--- src/design/ipl_defs.svh ---
// Purpose: Offsets, field positions, reset values of the priority registers
// Assumes: Word addressed register port, one register per address
// Notes: Overview of the numbered behaviour follows
//
// Overview of operation
// [RULE_01] Crossbar field is register one bits 3:2; 00 off, 01-11 levels 1-3
// [RULE_02] Register one sources use levels one to three, reset to disabled
// [RULE_03] Register two sits at word offset two, sixteen bits, resets to zero
// [RULE_04] Register two bits 15:14 are reserved with no priority meaning
// [RULE_05] Register two fields: 00 off, 01-11 levels 0-2, reset to off
// [RULE_06] Bits 13:12 set cyclic converter limit or zero-crossing level
// [RULE_07] Bits 11:10 set conversion-complete level except B parallel scan
// [RULE_08] Bits 9:8 set converter B parallel scan conversion-complete level
// [RULE_09] Timer channels 0..3 occupy bits 7:6, 5:4, 3:2, 1:0
// [RULE_10] Register one sits at word offset one, just below register two
// [RULE_11] Reserved bits of both registers read zero and ignore writes
`ifndef IPL_DEFS_SVH
`define IPL_DEFS_SVH

`define IPL_ADDR_W 8
`define IPL_DATA_W 16
`define IPL_IDX_REG_ONE 8'h01
`define IPL_IDX_REG_TWO 8'h02
`define IPL_RST_REG_ONE 16'h0000
`define IPL_RST_REG_TWO 16'h0000
`define IPL_RST_CODE 2'h0
`define IPL_CODE_OFF 2'h0
`define IPL_FIELD_W 2
`define IPL_NUM_PERIPH 7
`define IPL_POS_XBAR 2
`define IPL_POS_CONV_LIMIT 12
`define IPL_POS_CONV_MAIN 10
`define IPL_POS_CONV_B 8
`define IPL_POS_TMR0 6
`define IPL_POS_TMR1 4
`define IPL_POS_TMR2 2
`define IPL_POS_TMR3 0
`define IPL_MASK_REG_ONE 16'h000C
`define IPL_MASK_REG_TWO 16'h3FFF

`endif

--- src/design/ipl_pkg.sv ---
// Purpose: Types shared by the priority register block
// Assumes: Two-bit priority codes
// Notes: Peripheral field i sits at register two bits 2i+1:2i
package ipl_pkg;

    typedef logic [1:0] ipl_code_t;

    typedef ipl_code_t [6:0] ipl_periph_t;

    typedef struct packed {
        logic enable;
        logic [1:0] level;
    } ipl_dec_t;

    typedef struct packed {
        ipl_code_t xbar;
        ipl_periph_t periph;
        logic [15:0] readData;
    } ipl_state_t;

endpackage

--- src/design/ipl_prio_if.sv ---
// Purpose: Carries stored codes to the decoder and decoded levels back
// Assumes: Single clock domain, purely combinational return path
// Notes: None
`timescale 1ns/1ps
interface ipl_prio_if;
    ipl_pkg::ipl_code_t xbarCode;
    ipl_pkg::ipl_periph_t periphCode;
    logic xbarEnable;
    logic [1:0] xbarLevel;
    logic [6:0] periphEnable;
    logic [6:0][1:0] periphLevel;

    modport regs (
        output xbarCode,
        output periphCode,
        input xbarEnable,
        input xbarLevel,
        input periphEnable,
        input periphLevel
    );

    modport decoder (
        input xbarCode,
        input periphCode,
        output xbarEnable,
        output xbarLevel,
        output periphEnable,
        output periphLevel
    );
endinterface

--- src/design/ipl_level_decode.sv ---
// Purpose: Turns stored two-bit codes into enable and arbitration level
// Assumes: Codes come straight from flip-flops
// Notes: Register one sources use levels 1-3, register two sources 0-2
`timescale 1ns/1ps
`include "ipl_defs.svh"
module ipl_level_decode (
    input wire logic clock,
    input wire logic reset,
    ipl_prio_if.decoder prio
);

    // ****************************************************************
    // Decode
    // ****************************************************************
    // Disabled sources report level zero so the arbiter sees a clean value
    function automatic ipl_pkg::ipl_dec_t decodeCode(
        input ipl_pkg::ipl_code_t code,
        input logic upperBank
    );
        ipl_pkg::ipl_dec_t d;
        d.enable = (code != `IPL_CODE_OFF);
        d.level = 2'h0;
        if (d.enable) begin
            d.level = upperBank ? code : 2'(code - 2'h1);
        end
        return d;
    endfunction

    ipl_pkg::ipl_dec_t xbarDec;

    assign xbarDec = decodeCode(prio.xbarCode, 1'h1); // [RULE_01] [RULE_02]
    assign prio.xbarEnable = xbarDec.enable;
    assign prio.xbarLevel = xbarDec.level;

    genvar gi;
    generate
        for (gi = 0; gi < `IPL_NUM_PERIPH; gi++) begin : g_periph
            ipl_pkg::ipl_dec_t pd;
            assign pd = decodeCode(prio.periphCode[gi], 1'h0); // [RULE_05]
            assign prio.periphEnable[gi] = pd.enable;
            assign prio.periphLevel[gi] = pd.level;
        end
    endgenerate
endmodule

--- src/design/ipl_priority_regs.sv ---
// Purpose: Priority level registers for crossbar, converter and timer IRQs
// Assumes: One-cycle strobes, never both at once; read data next cycle
// Notes: Unmapped addresses read zero and ignore writes
//
// Local design decision: strobed register access.
`timescale 1ns/1ps
`include "ipl_defs.svh"
module ipl_priority_regs (
    input wire logic clock,
    input wire logic reset,
    input wire logic [7:0] address,
    input wire logic [15:0] writeData,
    input wire logic writeStrobe,
    input wire logic readStrobe,
    output logic [15:0] readData,
    output logic [1:0] crossbarRequestPrio,
    output logic [1:0] cyclicConverterLimitPrio,
    output logic [1:0] convDoneMainPrio,
    output logic [1:0] convDoneBParallelPrio,
    output logic [1:0] timerCh0Prio,
    output logic [1:0] timerCh1Prio,
    output logic [1:0] timerCh2Prio,
    output logic [1:0] timerCh3Prio,
    output logic crossbarEnable,
    output logic [1:0] crossbarLevel,
    output logic [6:0] periphEnable,
    output logic [13:0] periphLevel
);

    // ****************************************************************
    // State
    // ****************************************************************
    ipl_pkg::ipl_state_t state_reg;
    ipl_pkg::ipl_state_t state_next;

    // Full images as software sees them, reserved bits forced low
    function automatic logic [15:0] imageOne(input ipl_pkg::ipl_code_t x);
        logic [15:0] v;
        v = 16'h0000;
        v[`IPL_POS_XBAR +: `IPL_FIELD_W] = x; // [RULE_01]
        return v & `IPL_MASK_REG_ONE; // [RULE_11]
    endfunction

    function automatic logic [15:0] imageTwo(input ipl_pkg::ipl_periph_t p);
        logic [15:0] v;
        v = {2'h0, p}; // [RULE_04]
        return v & `IPL_MASK_REG_TWO; // [RULE_11]
    endfunction

    function automatic logic hitOne(input logic [7:0] a);
        return a == `IPL_IDX_REG_ONE; // [RULE_10]
    endfunction

    function automatic logic hitTwo(input logic [7:0] a);
        return a == `IPL_IDX_REG_TWO; // [RULE_03]
    endfunction

    // ****************************************************************
    // Next state
    // ****************************************************************
    always_comb begin
        state_next = state_reg;
        // Read data stands only in the cycle after the read strobe
        state_next.readData = 16'h0000;
        if (writeStrobe) begin
            if (hitOne(address)) begin
                // Only bits 3:2 are stored; the rest are dropped
                state_next.xbar =
                    writeData[`IPL_POS_XBAR +: `IPL_FIELD_W]; // [RULE_11]
            end
            if (hitTwo(address)) begin
                // Bits 15:14 are never stored
                state_next.periph =
                    writeData[13:0]; // [RULE_04] [RULE_06] [RULE_07]
            end
        end
        if (readStrobe) begin
            if (hitOne(address)) begin
                state_next.readData = imageOne(state_reg.xbar);
            end else if (hitTwo(address)) begin
                state_next.readData = imageTwo(state_reg.periph);
            end
        end
    end

    always_ff @(posedge clock or posedge reset) begin
        if (reset) begin
            state_reg.xbar <= `IPL_RST_CODE; // [RULE_02]
            // All register two fields come up disabled
            state_reg.periph <= 14'(`IPL_RST_REG_TWO); // [RULE_03] [RULE_05]
            state_reg.readData <= 16'h0000;
        end else begin
            state_reg <= state_next;
        end
    end

    // ****************************************************************
    // Outputs
    // ****************************************************************
    assign readData = state_reg.readData;
    assign crossbarRequestPrio = state_reg.xbar;
    assign cyclicConverterLimitPrio = state_reg.periph[6]; // [RULE_06]
    assign convDoneMainPrio = state_reg.periph[5]; // [RULE_07]
    assign convDoneBParallelPrio = state_reg.periph[4]; // [RULE_08]
    assign timerCh0Prio = state_reg.periph[3]; // [RULE_09]
    assign timerCh1Prio = state_reg.periph[2]; // [RULE_09]
    assign timerCh2Prio = state_reg.periph[1]; // [RULE_09]
    assign timerCh3Prio = state_reg.periph[0]; // [RULE_09]

    ipl_prio_if prio ();

    assign prio.xbarCode = state_reg.xbar;
    assign prio.periphCode = state_reg.periph;

    ipl_level_decode u_decode (
        .clock(clock),
        .reset(reset),
        .prio(prio)
    );

    assign crossbarEnable = prio.xbarEnable;
    assign crossbarLevel = prio.xbarLevel;
    assign periphEnable = prio.periphEnable;
    assign periphLevel = prio.periphLevel;

    // ****************************************************************
    // Checks
    // ****************************************************************
    logic [15:0] twoImage;
    logic [15:0] oneImage;

    assign twoImage = imageTwo(state_reg.periph);
    assign oneImage = imageOne(state_reg.xbar);
endmodule

--- config.mk ---
export PLATFORM = sky130hd
export DESIGN_NAME = ipl_priority_regs
export DESIGN_NICKNAME = d
export VERILOG_FILES = /design/src/design/ipl_pkg.sv /design/src/design/ipl_prio_if.sv /design/src/design/ipl_level_decode.sv /design/src/design/ipl_priority_regs.sv
export VERILOG_INCLUDE_DIRS = /design/src /design/src/design
export SDC_FILE = /design/constraint.sdc
export NUM_CORES = 1
export LEC_CHECK = 0
export BUFFER_PORTS_ARGS = -buffer_cell sky130_fd_sc_hd__buf_2
export CORE_MARGIN = 4
export CORE_UTILIZATION = 44
export CTS_BUF_LIST = sky130_fd_sc_hd__clkbuf_4 sky130_fd_sc_hd__clkbuf_8
export DETAILED_ROUTE_END_ITERATION = 10
export PLACE_DENSITY = 0.82
export SLEW_MARGIN = 10
export SYNTH_ARGS = -nofsm -noshare
export SYNTH_HDL_FRONTEND = slang
export SYNTH_SLANG_ARGS = --single-unit
--- constraint.sdc ---
create_clock -name clock -period 0.9 [get_ports clock]
set_input_delay 0.045 -clock clock [delete_from_list [all_inputs] [get_ports clock]]
set_output_delay 0.045 -clock clock [all_outputs]
set_load 0.05 [all_outputs]
==> reports/results.ini, run 1 <==
[placed_design]
place_ws_ns=-0.348
numPortBuffers=79
routabilityCongestion=0.689
hpwl_um=2430

[yosys]
yosys_register_bits=30
synth_top_area_share_pct=56.1
yosys_warnings=0
avgSynthCellArea_sq_um=13.5
synth_area_sq_um=1340
synth_area_leaders=dfrtp_1 56%, mux2_4 11%, and2_1 8.9%
yosysUniqueCellTypes=21
seq_area_frac_synth_pct=56.1
netlist_instances=99
synthArstFlopShare_pct=100
synthMostInstantiatedCell=dfrtp_1
synth_edf_count=0
ys.flop_type=dfrtp_1
yosysTopAreaCell=dfrtp_1
synthTopCellsByCount=30 x dfrtp_1, 19 x and2_1, 10 x mux2_4

[die]
fp-row-count=19
io_pins=84
initial_core_util_pct=47.3
fp.dieH_um=63.1
die_w_um=63.1

[clock_network]
clock_path_buffers=2
post_cts_resized=142
post_cts_buffers=19
holdBufCountCts=16
cts-htree-levels=2
cts_num_sinks=30
cts_made_buffers=5
cts-root-buf=clkbuf_4

[run_status]
status=did not finish
error=[ERROR DPL-0033] detailed placement checks failed during check placement.
stop_stage=clock tree synthesis

-- per-stage QoR --
| step | TNS [ns] | utilization (%) | hold WS (ns) | cell area, sq um | instances |
|---|---|---|---|---|---|
| 3_3_place_gp | -7.90 | 67.8 | 0.126 | 1920 | 211 |
| 3_5_place_dp | -9.34 | 67.8 | 0.139 | 1920 | 211 |
| 2_1_floorplan | -3.89 | - | 0.135 | 1460 | 100 |
-- cell families after synthesis --
kind of cell / Yosys count / synth area share [%]
compound gates: 2 / 1.12
simple gates: 43 / 23.0
buf+inv: 7 / 3.18
other cells: 1 / 0.280
mux: 16 / 16.3
flops: 30 / 56.1
==> inputs of run 2 (changes only) <==
Settings changed: CORE_AREA set to 4 4 65 67, CORE_MARGIN 4 to unset, CORE_UTILIZATION 44 to unset, CTS_BUF_LIST sky130_fd_sc_hd__clkbuf_4 sky130_fd_sc_hd__clkbuf_8 to unset, DIE_AREA set to 0 0 69 71, PLACE_DENSITY 0.82 to unset, PLACE_DENSITY_LB_ADDON set to 0.15.
==> reports/results.ini, run 2 <==
[finish]
area_growth_syn_to_layout_pct=115
drive_above_1_share_pct=82.8
antennaDiodeCount=0
layout_commonest_cell=buf_6
final_core_util_pct=79.0
largest_reg_flops=14
final_cell_mix=46 x buf_6, 21 x buf_2, 20 x buf_8
fillers=204
top_register=readData
nNetsFinal=248

[detailed_routing]
drtAntennaViolNets=0
wl_per_cell_um=16.9
routed_wl_um=4540
dr.pass1.iters=4
viasPerCell=4.53
num_vias=1219
first_iter_violations=45
drc=0

[yosys]
synth_area_leaders=dfrtp_1 56%, mux2_4 11%, and2_1 8.9%
synth_top_area_share_pct=56.1
ys.flop_type=dfrtp_1
yosysTopAreaCell=dfrtp_1
yosys_register_bits=30
yosysUniqueCellTypes=21
synth_area_sq_um=1340
avgSynthCellArea_sq_um=13.5
yosys_warnings=0
synth_edf_count=0
synthMostInstantiatedCell=dfrtp_1
netlist_instances=99
synthArstFlopShare_pct=100
synthTopCellsByCount=30 x dfrtp_1, 19 x and2_1, 10 x mux2_4
seq_area_frac_synth_pct=56.1

[worst_hold_path]
hold_path_class=primary input to flop
hold_depth=2

[clock_network]
clkLatencyLatePin_ns=0.28
clk_pin_slew_worst_paths_ns=0.07
cts-htree-levels=2
cts_tree=done
clock_path_buffers=2
cts_made_buffers=5
cts-root-buf=clkbuf_8
cts_num_sinks=30

[sta]
hold_ws_ns=0.000000444
fin_crit_sh_pct=132
skew_ns=0.0108
fin_ws_ns=-0.289
hold_viol_final=0
setup_viol=58
min_period_ns=1.19
fmax_mhz=841
finalMaxSlewViolations=0
finalSetupTns_ns=-9.06
rsz0062_at_grt=true

[grt]
grt_pass1_wl_um=6910
grt_usage_pct=18.2
grt_pass1_vias=1365
grt_overflow_total=0
antenna_found_initial=0
grt_max_degree=31

[critical_path]
crit_path_end_kind=output pin
r2r_start=crossbarRequestPrio[0]
rrSetupSlack_ns=-0.12
r2r_end=crossbarRequestPrio[0]
reg2regPathDepth=3
critical_path_class=flop to output pin
worstPathArrival_ns=1.14
critPathCapture=periphEnable[4]
start_kind=flop
cp_max_fo=5
required_ns=0.85
startpoint=convDoneBParallelPrio[1]

[power]
ir_worst_vdd_mv=0.789
power_leakage_nw=1.45
power_mw=3.81
cellPowerDensity_nw_per_um2=1330

[run_status]
violations=setup timing
status=complete, but fails checks

[run]
drv_cap=0

[placed_design]
hpwl_um=2470
routabilityCongestion=0.709
numPortBuffers=79

[die]
die_w_um=69
io_pins=84
initial_core_util_pct=36.8
dieArea_sq_um=4900
fp.dieH_um=71
fp-row-count=22
core_sq_um=3630

## run 2: how the worst min path moves through the flow
stage	start	to
4_1_cts	writeData[10]	convDoneMainPrio[0]
3_5_place_dp	reset	readData[4]
3_3_place_gp	reset	readData[8]
5_1_grt	writeData[10]	convDoneMainPrio[0]
6_report	writeData[10]	convDoneMainPrio[0]
2_1_floorplan	reset	readData[0]
## run 2: cell families (layout without fill, tap and decap cells)
| family | Yosys count | in the layout | share of synthesized area, % |
|---|---|---|---|
| AO/OA/AOI/OAI | 2 | 2 | 1.12 |
| multiplexers | 16 | 16 | 16.3 |
| AND/OR/NAND/NOR | 43 | 44 | 23.0 |
| flip-flops | 30 | 30 | 56.1 |
| other | 1 | 2 | 0.280 |
| buffers and inverters | 7 | 127 | 3.18 |
## run 2: area by class of cell
cell class | count | area (sq um) | area share, %
Timing Repair Buffer | 118 | 1240 | 43.3
Sequential cell | 30 | 771 | 26.8
Multi-Input combinational cell | 64 | 684 | 23.8
Clock buffer | 5 | 68.8 | 2.40
Tap cell | 48 | 60.1 | 2.09
Clock inverter | 3 | 40.0 | 1.39
Inverter | 1 | 3.75 | 0.131
## run 2: layer usage
metal  vias to the layer above  track usage, %  routed length [um]  share of wire (%)
li1                        566               -                   -                  -
met1                       582            18.6                1640                 36
met2                        57            33.4                2480                 55
met3                        14            6.25                 247                5.4
met4                         0            8.46                 170                3.7
met5                         -               0                   0                  0
## run 2: report_power, final
| group | switching, mW | total, mW | internal (mW) |
|---|---|---|---|
| Combinational | 0.541 | 1.03 | 0.488 |
| Sequential | 0.0572 | 1.45 | 1.39 |
| Clock | 0.517 | 1.33 | 0.814 |
## run 2: critical path, cell delays in order, from the launching register on
cell and delay, ns:
dfrtp_2 0.45, or2_4 0.27, buf_6 0.15
## run 2: stage by stage
| stage | std cells | cell area (sq um) | setup WS (ns) |
|---|---|---|---|
| after floorplan | 100 | 1460 | -0.228 |
| after global placement | 230 | 1970 | -0.317 |
| after detailed placement | 230 | 1970 | -0.332 |
| after CTS | 262 | 2660 | -0.271 |
| after global routing | 269 | 2870 | -0.319 |
| final | 269 | 2870 | -0.289 |
## run 2: repair_timing
item | 4_1_cts | 5_1_grt
hold buffers | 5 | 2
resized for setup | 113 | 46
gates cloned | 2 | 0
setup endpoints to repair | 74 | 71
endpoints found under the hold margin | 34 | 2
pin swaps | 7 | 7
setup buffers | 17 | 7
(Power assumes the default switching activity.)
